<file path="src/include/bcs_pkg.sv">
package bcs_pkg;

	// ****************************************
	// strap decode
	// ****************************************
	localparam int          STRAP_W         = 12;
	localparam int          STEP_MV         = 100;
	localparam int          HALF_STEP_MV    = 50;
	localparam int          LEVEL_W         = 6;

	// ****************************************
	// capacity bounds
	// ****************************************
	localparam int          MAX_HOST        = 6;
	localparam int          MAX_NVME        = 12;
	localparam int          MAX_DRIVE       = 16;
	localparam int          DRIVES_PER_HOST = 2;

	// ****************************************
	// identifiers
	// ****************************************
	localparam logic [7:0]  ID_NONE         = 8'h00;
	localparam logic [7:0]  ID_SGPIO4       = 8'h01;
	localparam logic [7:0]  ID_SGPIO8       = 8'h02;
	localparam logic [7:0]  ID_SGPIO12      = 8'h03;
	localparam logic [7:0]  ID_SGPIO16      = 8'h04;
	localparam logic [7:0]  ID_UBM_U2_4     = 8'h05;
	localparam logic [7:0]  ID_UBM_U2_8     = 8'h06;
	localparam logic [7:0]  ID_UBM_U2_8F    = 8'h07;
	localparam logic [7:0]  ID_UBM_U3_8M    = 8'h08;
	localparam logic [7:0]  ID_UBM_U3_8F    = 8'h09;
	localparam logic [7:0]  ID_PCIE_U2_12   = 8'h0A;
	localparam logic [7:0]  ID_PCIE_U3_12   = 8'h0B;
	localparam logic [7:0]  ID_MIX_U2_8     = 8'h0D;

	typedef struct packed {
		logic [7:0] id;
		logic       sgpio;
		logic       ubm;
		logic       u3;
		logic [2:0] host_total;
		logic [2:0] host_sas;
		logic [2:0] host_pcie;
		logic [4:0] drv_total;
		logic [4:0] drv_sas;
		logic [4:0] drv_pcie;
	} bcs_cfg_s;

	localparam bcs_cfg_s    CFG_RESET       = '0;

	typedef enum logic [0:0] {
		BCS_WAIT,
		BCS_DONE
	} bcs_state_e;

endpackage

</file>
<file path="src/core/bcs_top.sv">
`timescale 1ns/100ps
// Operation
// - sample strap once, never change afterwards
// - 0.1-0.4 V give sideband ids 01-04
// - 0.5 V id 05, 0.6 V id 06
// - 0.7 V id 07, full U.2 UBM
// - 0.8/0.9 V ids 08/09, U.3 UBM
// - 1.0 V id 0A, 1.1 V id 0B
// - 1.3 V id 0D, UBM plus sideband
// - unlisted strap level is unsupported
// - host reset fans to two drives, no latency
// - one reset monitor per drive, tracked independently
// - insertion from detect, presence, U.3 second detect
// - report insertion, removal, failure to host
// - bound hosts six, NVMe twelve, drives sixteen
module bcs_top #(
	parameter int NHOST  = bcs_pkg::MAX_HOST,
	parameter int NDRIVE = bcs_pkg::MAX_DRIVE
) (
	input  wire logic                         clk,                        // core clock
	input  wire logic                         resetn,                     // async reset, active low
	input  wire logic [bcs_pkg::STRAP_W-1:0]  strap_mv,                   // digitized strap, millivolts
	input  wire logic                         strap_valid,                // strap sample ready
	input  wire logic [NHOST-1:0]             host_perst_n,               // host reset per host_conn
	input  wire logic [NDRIVE-1:0]            drive_perst_mon_n,          // reset monitor per drive_conn
	input  wire logic [NDRIVE-1:0]            drive_present_n,            // slot presence, low = present
	input  wire logic [NDRIVE-1:0]            drive_iface_detect_n,       // interface detect, low = drive
	input  wire logic [NDRIVE-1:0]            drive_iface_detect_second_n,// second detect, U.3 only
	input  wire logic [NDRIVE-1:0]            drive_fault,                // drive failure level
	output logic      [NDRIVE-1:0]            drive_perst_n,              // reset to drives
	output logic      [NDRIVE-1:0]            drive_perst_level,          // tracked reset monitor level
	output logic                              cfg_valid,                  // configuration latched
	output logic                              cfg_unsupported,            // strap not a valid level
	output logic      [7:0]                   cfg_id,                     // configuration identifier
	output logic                              cfg_sgpio,                  // sideband interface active
	output logic                              cfg_ubm,                    // ubm interface active
	output logic                              cfg_u3,                     // U.3 drive slots
	output logic      [2:0]                   host_conn_total,            // host_conn count
	output logic      [2:0]                   host_conn_sas,              // SAS host_conn count
	output logic      [2:0]                   host_conn_pcie,             // PCIe host_conn count
	output logic      [4:0]                   drive_conn_total,           // drive_conn count
	output logic      [4:0]                   drive_conn_sas,             // SAS/SATA drive_conn count
	output logic      [4:0]                   drive_conn_pcie,            // PCIe drive_conn count
	output logic      [NDRIVE-1:0]            slot_inserted,              // registered slot occupancy
	output logic      [NDRIVE-1:0]            evt_insert,                 // insertion pulse per slot
	output logic      [NDRIVE-1:0]            evt_remove,                 // removal pulse per slot
	output logic      [NDRIVE-1:0]            evt_fail,                   // failure pulse per slot
	output logic                              evt_to_ubm,                 // report pulse on ubm path
	output logic                              evt_to_sgpio                // report pulse on sideband path
);

	// ****************************************
	// helpers
	// ****************************************
	function automatic logic [4:0] sat5(input logic [4:0] v, input int lim);
		if (int'(v) > lim)
			sat5 = 5'(lim);
		else
			sat5 = v;
	endfunction

	function automatic logic [2:0] sat3(input logic [2:0] v, input int lim);
		if (int'(v) > lim)
			sat3 = 3'(lim);
		else
			sat3 = v;
	endfunction

	function automatic bcs_pkg::bcs_cfg_s mk(input logic [7:0] id, input logic sg, input logic ub,
		input logic u3, input logic [2:0] ht, input logic [2:0] hs, input logic [2:0] hp,
		input logic [4:0] dt, input logic [4:0] ds, input logic [4:0] dp);
		mk = '{id, sg, ub, u3, ht, hs, hp, dt, ds, dp};
	endfunction

	// ****************************************
	// strap decode
	// ****************************************
	logic [bcs_pkg::STRAP_W:0] rounded;
	logic [bcs_pkg::LEVEL_W-1:0] level;
	logic                      on_level;
	bcs_pkg::bcs_cfg_s         next_cfg;

	// round to the nearest step, then check the distance
	// exactly half a step off counts as unsupported
	always_comb begin
		rounded  = {1'b0, strap_mv} + (bcs_pkg::STRAP_W+1)'(bcs_pkg::HALF_STEP_MV);
		level    = bcs_pkg::LEVEL_W'(rounded / (bcs_pkg::STRAP_W+1)'(bcs_pkg::STEP_MV));
		on_level = (rounded % (bcs_pkg::STRAP_W+1)'(bcs_pkg::STEP_MV)) != '0;
		next_cfg = bcs_pkg::CFG_RESET;
		if (on_level) begin
			unique case (level)
				6'd1: begin
					next_cfg = mk(
						bcs_pkg::ID_SGPIO4,
						1'b1, 1'b0, 1'b0,
						3'd1, 3'd1, 3'd0,
						5'd4, 5'd4, 5'd0);
				end
				6'd2: begin
					next_cfg = mk(
						bcs_pkg::ID_SGPIO8,
						1'b1, 1'b0, 1'b0,
						3'd1, 3'd1, 3'd0,
						5'd8, 5'd8, 5'd0);
				end
				6'd3: begin
					next_cfg = mk(
						bcs_pkg::ID_SGPIO12,
						1'b1, 1'b0, 1'b0,
						3'd2, 3'd2, 3'd0,
						5'd12, 5'd12, 5'd0);
				end
				6'd4: begin
					next_cfg = mk(
						bcs_pkg::ID_SGPIO16,
						1'b1, 1'b0, 1'b0,
						3'd2, 3'd2, 3'd0,
						5'd16, 5'd16, 5'd0);
				end
				6'd5: begin
					next_cfg = mk(
						bcs_pkg::ID_UBM_U2_4,
						1'b0, 1'b1, 1'b0,
						3'd3, 3'd1, 3'd2,
						5'd4, 5'd4, 5'd4);
				end
				6'd6: begin
					next_cfg = mk(
						bcs_pkg::ID_UBM_U2_8,
						1'b0, 1'b1, 1'b0,
						3'd5, 3'd1, 3'd4,
						5'd8, 5'd8, 5'd8);
				end
				6'd7: begin
					next_cfg = mk(
						bcs_pkg::ID_UBM_U2_8F,
						1'b0, 1'b1, 1'b0,
						3'd5, 3'd1, 3'd4,
						5'd8, 5'd8, 5'd8);
				end
				6'd8: begin
					next_cfg = mk(
						bcs_pkg::ID_UBM_U3_8M,
						1'b0, 1'b1, 1'b1,
						3'd4, 3'd4, 3'd4,
						5'd8, 5'd8, 5'd8);
				end
				6'd9: begin
					next_cfg = mk(
						bcs_pkg::ID_UBM_U3_8F,
						1'b0, 1'b1, 1'b1,
						3'd4, 3'd4, 3'd4,
						5'd8, 5'd8, 5'd8);
				end
				6'd10: begin
					next_cfg = mk(
						bcs_pkg::ID_PCIE_U2_12,
						1'b0, 1'b1, 1'b0,
						3'd6, 3'd0, 3'd6,
						5'd12, 5'd0, 5'd12);
				end
				6'd11: begin
					next_cfg = mk(
						bcs_pkg::ID_PCIE_U3_12,
						1'b0, 1'b1, 1'b1,
						3'd6, 3'd0, 3'd6,
						5'd12, 5'd0, 5'd12);
				end
				6'd13: begin
					next_cfg = mk(
						bcs_pkg::ID_MIX_U2_8,
						1'b1, 1'b1, 1'b0,
						3'd5, 3'd1, 3'd4,
						5'd8, 5'd8, 5'd8);
				end
				default: begin
					next_cfg = bcs_pkg::CFG_RESET;
				end
			endcase
		end
	end

	// ****************************************
	// one-shot latch
	// ****************************************
	bcs_pkg::bcs_state_e state;

	// later strobes are ignored until the next reset
	always_ff @(posedge clk or negedge resetn) begin
		if (!resetn) begin
			state            <= bcs_pkg::BCS_WAIT;
			cfg_valid        <= 1'b0;
			cfg_unsupported  <= 1'b0;
			cfg_id           <= bcs_pkg::ID_NONE;
			cfg_sgpio        <= 1'b0;
			cfg_ubm          <= 1'b0;
			cfg_u3           <= 1'b0;
			host_conn_total  <= '0;
			host_conn_sas    <= '0;
			host_conn_pcie   <= '0;
			drive_conn_total <= '0;
			drive_conn_sas   <= '0;
			drive_conn_pcie  <= '0;
		end else begin
			unique case (state)
				bcs_pkg::BCS_WAIT: begin
					if (strap_valid) begin
						state            <= bcs_pkg::BCS_DONE;
						cfg_valid        <= next_cfg.id != bcs_pkg::ID_NONE;
						cfg_unsupported  <= next_cfg.id == bcs_pkg::ID_NONE;
						cfg_id           <= next_cfg.id;
						cfg_sgpio        <= next_cfg.sgpio;
						cfg_ubm          <= next_cfg.ubm;
						cfg_u3           <= next_cfg.u3;
						host_conn_total  <= sat3(next_cfg.host_total, bcs_pkg::MAX_HOST);
						host_conn_sas    <= sat3(next_cfg.host_sas, bcs_pkg::MAX_HOST);
						host_conn_pcie   <= sat3(next_cfg.host_pcie, bcs_pkg::MAX_HOST);
						drive_conn_total <= sat5(next_cfg.drv_total, bcs_pkg::MAX_DRIVE);
						drive_conn_sas   <= sat5(next_cfg.drv_sas, bcs_pkg::MAX_DRIVE);
						drive_conn_pcie  <= sat5(next_cfg.drv_pcie, bcs_pkg::MAX_NVME);
					end
				end
				bcs_pkg::BCS_DONE: begin
					state <= bcs_pkg::BCS_DONE;
				end
			endcase
		end
	end

	// ****************************************
	// drive reset path and monitors
	// ****************************************
	// combinational on purpose: the host owns reset timing
	always_comb begin
		for (int d = 0; d < NDRIVE; d++) begin
			if (d / bcs_pkg::DRIVES_PER_HOST < NHOST) begin
				drive_perst_n[d] = host_perst_n[d / bcs_pkg::DRIVES_PER_HOST];
			end else begin
				drive_perst_n[d] = 1'b1;
			end
		end
	end

	always_ff @(posedge clk or negedge resetn) begin
		if (!resetn) begin
			drive_perst_level <= '0;
		end else begin
			drive_perst_level <= drive_perst_mon_n;
		end
	end

	// ****************************************
	// slot presence and events
	// ****************************************
	logic [NDRIVE-1:0] next_present;
	logic [NDRIVE-1:0] fault_prev;
	logic              live;

	// slots are watched only once a supported config is latched
	// failure edge is seen only on counted, inserted slots
	assign live = cfg_valid;

	always_comb begin
		for (int d = 0; d < NDRIVE; d++) begin
			next_present[d] = (d < int'(drive_conn_total)) && live &&
				(!drive_present_n[d] || !drive_iface_detect_n[d] ||
				(cfg_u3 && !drive_iface_detect_second_n[d]));
		end
	end

	always_ff @(posedge clk or negedge resetn) begin
		if (!resetn) begin
			slot_inserted <= '0;
			fault_prev    <= '0;
			evt_insert    <= '0;
			evt_remove    <= '0;
			evt_fail      <= '0;
		end else begin
			slot_inserted <= next_present;
			fault_prev    <= drive_fault & slot_inserted;
			evt_insert    <= next_present & ~slot_inserted;
			evt_remove    <= ~next_present & slot_inserted;
			evt_fail      <= drive_fault & slot_inserted & ~fault_prev;
		end
	end

	logic any_evt;

	assign any_evt = |{next_present ^ slot_inserted, drive_fault & slot_inserted & ~fault_prev};

	always_ff @(posedge clk or negedge resetn) begin
		if (!resetn) begin
			evt_to_ubm   <= 1'b0;
			evt_to_sgpio <= 1'b0;
		end else begin
			evt_to_ubm   <= any_evt && cfg_ubm;
			evt_to_sgpio <= any_evt && cfg_sgpio;
		end
	end

endmodule

</file>
<file path="config.mk">
export PLATFORM = sky130hd
export DESIGN_NAME = bcs_top
export DESIGN_NICKNAME = d
export VERILOG_FILES = /design/src/include/bcs_pkg.sv /design/src/core/bcs_top.sv
export SDC_FILE = /design/constraint.sdc
export NUM_CORES = 1
export LEC_CHECK = 0
export BUFFER_PORTS_ARGS = -buffer_cell sky130_fd_sc_hd__buf_2
export CELL_PAD_IN_SITES_DETAIL_PLACEMENT = 1
export CELL_PAD_IN_SITES_GLOBAL_PLACEMENT = 1
export CORE_MARGIN = 1.5
export CORE_UTILIZATION = 40
export CTS_CLUSTER_DIAMETER = 60
export CTS_CLUSTER_SIZE = 16
export DETAILED_ROUTE_END_ITERATION = 8
export HOLD_SLACK_MARGIN = 0.08
export PLACE_DENSITY = 0.84
export SYNTH_ARGS = -nofsm -noshare
export SYNTH_HDL_FRONTEND = slang
export SYNTH_SLANG_ARGS = --single-unit
export TNS_END_PERCENT = 10
</file>
<file path="constraint.sdc">
create_clock -name clk -period 6 [get_ports clk]
set_input_delay 0.6 -clock clk [delete_from_list [all_inputs] [get_ports clk]]
set_output_delay 0.6 -clock clk [all_outputs]
set_load 0.02 [all_outputs]
</file>
==> metrics.yaml, run 1 <==
outcome: "did not finish"
failing_step: "global routing (5_1_grt)"
tool.error: "[ERROR GRT-0232] Routing congestion too high. Check the congestion heatmap in the GUI."
ctsHtreeMaxLevel: 4
dp_hpwl_microns: 23900
io_pins: 236
synth_edf_count: 0
syn_avg_cell_area_sq_um: 9.52
gp_congestion: 0.894
grt_max_degree: 64
worst-ep-kind: "sequential cell input"
hold_buffers: 0
ys_warn_count: 0
ys_ff_latch: 121
syn_inst: 787
start_util: 0.413
crit_endpoint: "drive_conn_total[4]$_DFFE_PN0P_/D"
cts.path.max_buffers: 2
dpl_worst_slack_ps: -988
synth_seq_area_share: 0.404
die_w_microns: 140
root_buffer: "clkbuf_16"
die_h_microns: 140
synth_area_sq_mm: 0.00749
place.port_buffers: 201
synth-async-reset-ratio: 1.00
track_usage: 0.635
grt_overflow: 7
fp-row-count: 49
cts.sinks: 121
synth_cell_types: 94
numCtsBuffers: 17
dpl_cell_area_sq_mm: 0.0102
ys.flop_type: "dfrtp_1"
-- synth_stat cells, types with 3 or more instances --
| library cell | instances | area share |
|---|---|---|
| dfrtp_1 | 121 | 0.40 |
| nand2_1 | 65 | 0.033 |
| inv_1 | 42 | 0.021 |
| ha_1 | 41 | 0.068 |
| nor2_1 | 39 | 0.020 |
| buf_4 | 33 | 0.033 |
| a21oi_1 | 31 | 0.021 |
| nor3_1 | 26 | 0.017 |
| o21ai_0 | 26 | 0.017 |
| and2_1 | 25 | 0.021 |
| nand3_1 | 21 | 0.014 |
| nor2b_1 | 21 | 0.018 |
| xnor2_1 | 20 | 0.023 |
| nand2b_1 | 18 | 0.015 |
| o21ai_1 | 17 | 0.011 |
| clkbuf_1 | 14 | 0.0070 |
| o31ai_1 | 14 | 0.014 |
| a31o_2 | 13 | 0.015 |
| nor4_1 | 13 | 0.011 |
| nand4_1 | 11 | 0.0092 |
| a31oi_1 | 9 | 0.0075 |
| o211ai_1 | 9 | 0.0090 |
| or2_2 | 9 | 0.0075 |
| buf_2 | 8 | 0.0053 |
| and3_1 | 6 | 0.0050 |
| a21o_1 | 5 | 0.0050 |
| o22ai_1 | 5 | 0.0042 |
| o31a_1 | 5 | 0.0058 |
| or3_1 | 5 | 0.0042 |
| a211oi_1 | 4 | 0.0040 |
| a21boi_0 | 4 | 0.0040 |
| a41oi_1 | 4 | 0.0047 |
| o21a_1 | 4 | 0.0040 |
| o221ai_1 | 4 | 0.0047 |
| or4_1 | 4 | 0.0040 |
| xor2_1 | 4 | 0.0047 |
| a211o_1 | 3 | 0.0035 |
| mux2_2 | 3 | 0.0045 |
| mux2i_1 | 3 | 0.0040 |
| o22a_1 | 3 | 0.0035 |
| o32ai_1 | 3 | 0.0035 |
| o41ai_1 | 3 | 0.0035 |
| or2_1 | 3 | 0.0025 |
-- through the flow --
stage / cells / TNS [ps] / hold WS [ps] / utilization
3_3_place_gp: 1359 / -15080 / 392 / 0.559
3_5_place_dp: 1359 / -20760 / 404 / 0.559
2_1_floorplan: 801 / -6880 / 304 / -
4_1_cts: 1403 / -8550 / 274 / 0.609
-- cell families after synthesis --
kind of cell               count (synthesis)  share of synthesized area
xor gates and xnor gates                  24                     0.0281
and+or+nand+nor                          281                      0.200
DFF                                      121                      0.404
buffers and inverters                    100                     0.0691
AOI/OAI and AO/OA                        212                      0.221
muxes                                      6                    0.00852
other                                      2                    0.00100
adders and majority gates                 41                     0.0685
-- per-layer routing --
layer	overflow	global-route usage
met5	0	0.193
met4	5	0.614
met3	0	0.466
met2	2	0.836
met1	0	0.622
-- repair_timing --
action	CTS
resized for setup	51
endpoints found under the setup margin	22
pin swaps	28
setup buffers	12
==> run 2, diff against run 1 <==
- CELL_PAD_IN_SITES_DETAIL_PLACEMENT: 1 -> not set
- CELL_PAD_IN_SITES_GLOBAL_PLACEMENT: 1 -> not set
- CORE_UTILIZATION: 40 -> 25
- CTS_CLUSTER_DIAMETER: 60 -> not set
- CTS_CLUSTER_SIZE: 16 -> not set
- HOLD_SLACK_MARGIN: 0.08 -> not set
- PLACE_DENSITY: 0.84 -> not set
- PLACE_DENSITY_LB_ADDON: not set -> 0.15
==> metrics.yaml, run 2 <==
grt_max_degree: 75
critPathArrivalTime_ps: 6660
ctsHtreeMaxLevel: 4
critPathKind: "primary input to flop"
numCtsBuffers: 17
violations: "setup timing"
drtPass1Iterations: 5
antenna_left: 0
final_cell_mix: "219 x buf_4, 196 x buf_2, 121 x dfrtp_1"
synthTopCellsByCount: "121 x dfrtp_1, 65 x nand2_1, 42 x inv_1, 41 x ha_1, 39 x nor2_1"
worst_slack_ps: -371
gp_congestion: 0.874
finalCoreUtilization: 0.401
coreArea_sq_mm: 0.0296
dr.first_iter.drc_count: 431
p_int_uw: 2390
start_util: 0.253
finClkSkew_ps: 11.8
nNetsFinal: 1334
hp-start: "drive_perst_mon_n[5]"
timing.final.crit_period_ps: 6370
r2r-start: "cfg_u3$_DFFE_PN0P_"
wl_microns: 26600
fin_crit_sh: 1.06
clk_pin_slew_worst_paths_ps: 60
tritoncts: "built"
synth_top_area_cell: "dfrtp_1"
hold_buffers: 0
ys_warn_count: 0
fp-row-count: 63
fp.dieArea_sq_mm: 0.0310
antenna_found_initial: 0
synthTopCellsByArea: "dfrtp_1 40%, ha_1 6.8%, buf_4 3.3%"
yosysMostFrequentCell: "dfrtp_1"
ys_ff_latch: 121
hold-worst-slack_ps: 297
synth_cell_types: 94
combPwrFrac: 0.497
crit_required_ps: 6280
cts.sinks: 121
clock_latency_ps: 410
drive_above_1_share: 0.496
vias_per_cell: 4.70
max-cap-violations: 0
die_h_microns: 176
synth_seq_area_share: 0.404
pwr-share-seq: 0.249
wire_per_inst_microns: 16.7
switching_share: 0.395
syn_avg_cell_area_sq_um: 9.52
cp_max_fo: 7
io_pins: 236
max-slew-margin-rel: 0.363
grt_pass1_wl_microns: 40600
outcome: "complete, but fails checks"
root_buffer: "clkbuf_16"
vias: 7495
leakage_uw: 0.00579
setup_viol: 22
place.port_buffers: 201
cp_slowest_cell: "or4_4"
die_w_microns: 176
cpPeakStageDelay_ps: 540
final_common_cell: "buf_4"
track_usage: 0.168
ir_drop_uv: 183
synth_edf_count: 0
worst_pin_slew_ps: 955
ys.flop_type: "dfrtp_1"
synth_area_sq_mm: 0.00749
crit_path_start_kind: "primary input"
hold_violations: 0
power_density_mw_per_mm2: 334
yosysTopAreaCellShare: 0.404
power.share.clock: 0.254
drc: 0
dp_cells: 1524
syn2layout_area_growth_pct: 58.2
finalSetupTns_ps: -7630
stdcell_count: 1595
fmax_ghz: 0.157
p_sw_uw: 1560
rsz0062_at_grt: "yes"
grt_overflow: 0
cts.path.max_buffers: 2
setup.worst_path.end_class: "flop"
syn_inst: 787
grt_pass1_vias: 7415
drv_slew: 0
critical_path.startpoint: "strap_mv[1]"
hp-class: "primary input to flop"
dp_hpwl_microns: 21100
antenna_cells: 0
synth-async-reset-ratio: 1.00
run 2: cell counts after synthesis:
No cell type changed its count.
run 2: path summary, 6_finish.rpt:
check                                                      end  slack (ps)  depth (start not counted)
worst max-delay path                     cfg_id[0]$_DFFE_PN0P_        -370                         27
worst min-delay path            drive_perst_level[5]$_DFF_PN0_         300                          1
worst max register to register            evt_to_ubm$_DFF_PN0_        3110                         10
worst min register to register           evt_fail[2]$_DFF_PN0_         390                          1
max in group asynchronous              evt_remove[3]$_DFF_PN0_        4510                          2
min in group asynchronous               evt_to_sgpio$_DFF_PN0_         330                          1
run 2: cell families (layout without fill, tap and decap cells):
logic type	count (synthesis)	in the layout	share of synthesized area
compound gates	212	213	0.221
xor+xnor	24	24	0.0281
fa+ha+maj	41	41	0.0685
buf+inv	100	503	0.0691
flops	121	121	0.404
mux	6	6	0.00852
other cells	2	16	0.00100
simple gates	281	281	0.200
run 2: metal layers:
layer,GRT usage,vias to the layer above,part of all wire
met5,0,-,0
met4,0.0484,0,0.017
met3,0.0241,26,0.045
met2,0.293,200,0.49
met1,0.214,3622,0.45
li1,-,3647,-
run 2: area by class of cell:
type | instances | area, sq um
flip-flops and latches | 121 | 3030
well taps | 390 | 488
inverters | 42 | 158
clock buffers | 17 | 425
multi-input cells | 581 | 4770
repair buffers | 429 | 2830
clock inverters | 15 | 154
fillers | 3011 | 17700
run 2: power by group through the flow:
stage	sequential, uW	clock [uW]	combinational [uW]
6_report	985	1010	1960
5_1_grt	1000	1080	2120
4_1_cts	988	1040	1810
3_5_place_dp	1000	0	1680
3_3_place_gp	999	0	1700
2_1_floorplan	1110	0	840
run 2: stage by stage:
stage               power [uW]  setup slack, ps  instance area (sq um)
CTS                       3840             -192                  11400
global route              4200             -586                  11900
floorplan                 1950             -352                   7840
global placement          2690             -796                  10400
finish                    3950             -371                  11900
detailed placement        2680             -829                  10400
run 2: critical path: cells and delay by family:
family	cells	cell delay, ps
AO/OA/AOI/OAI	14	2950
buffers and inverters	4	540
AND/OR/NAND/NOR	7	2190
adder cells (fa/ha/maj)	2	340
run 2: what timing repair did:
action                     4_1_cts  5_1_grt
setup endpoints to repair       22       22
resized for setup               58       44
setup buffers                   15       23
cloned                           1        0
pin swaps                       29       45
Power figures use the tool's default switching activity.
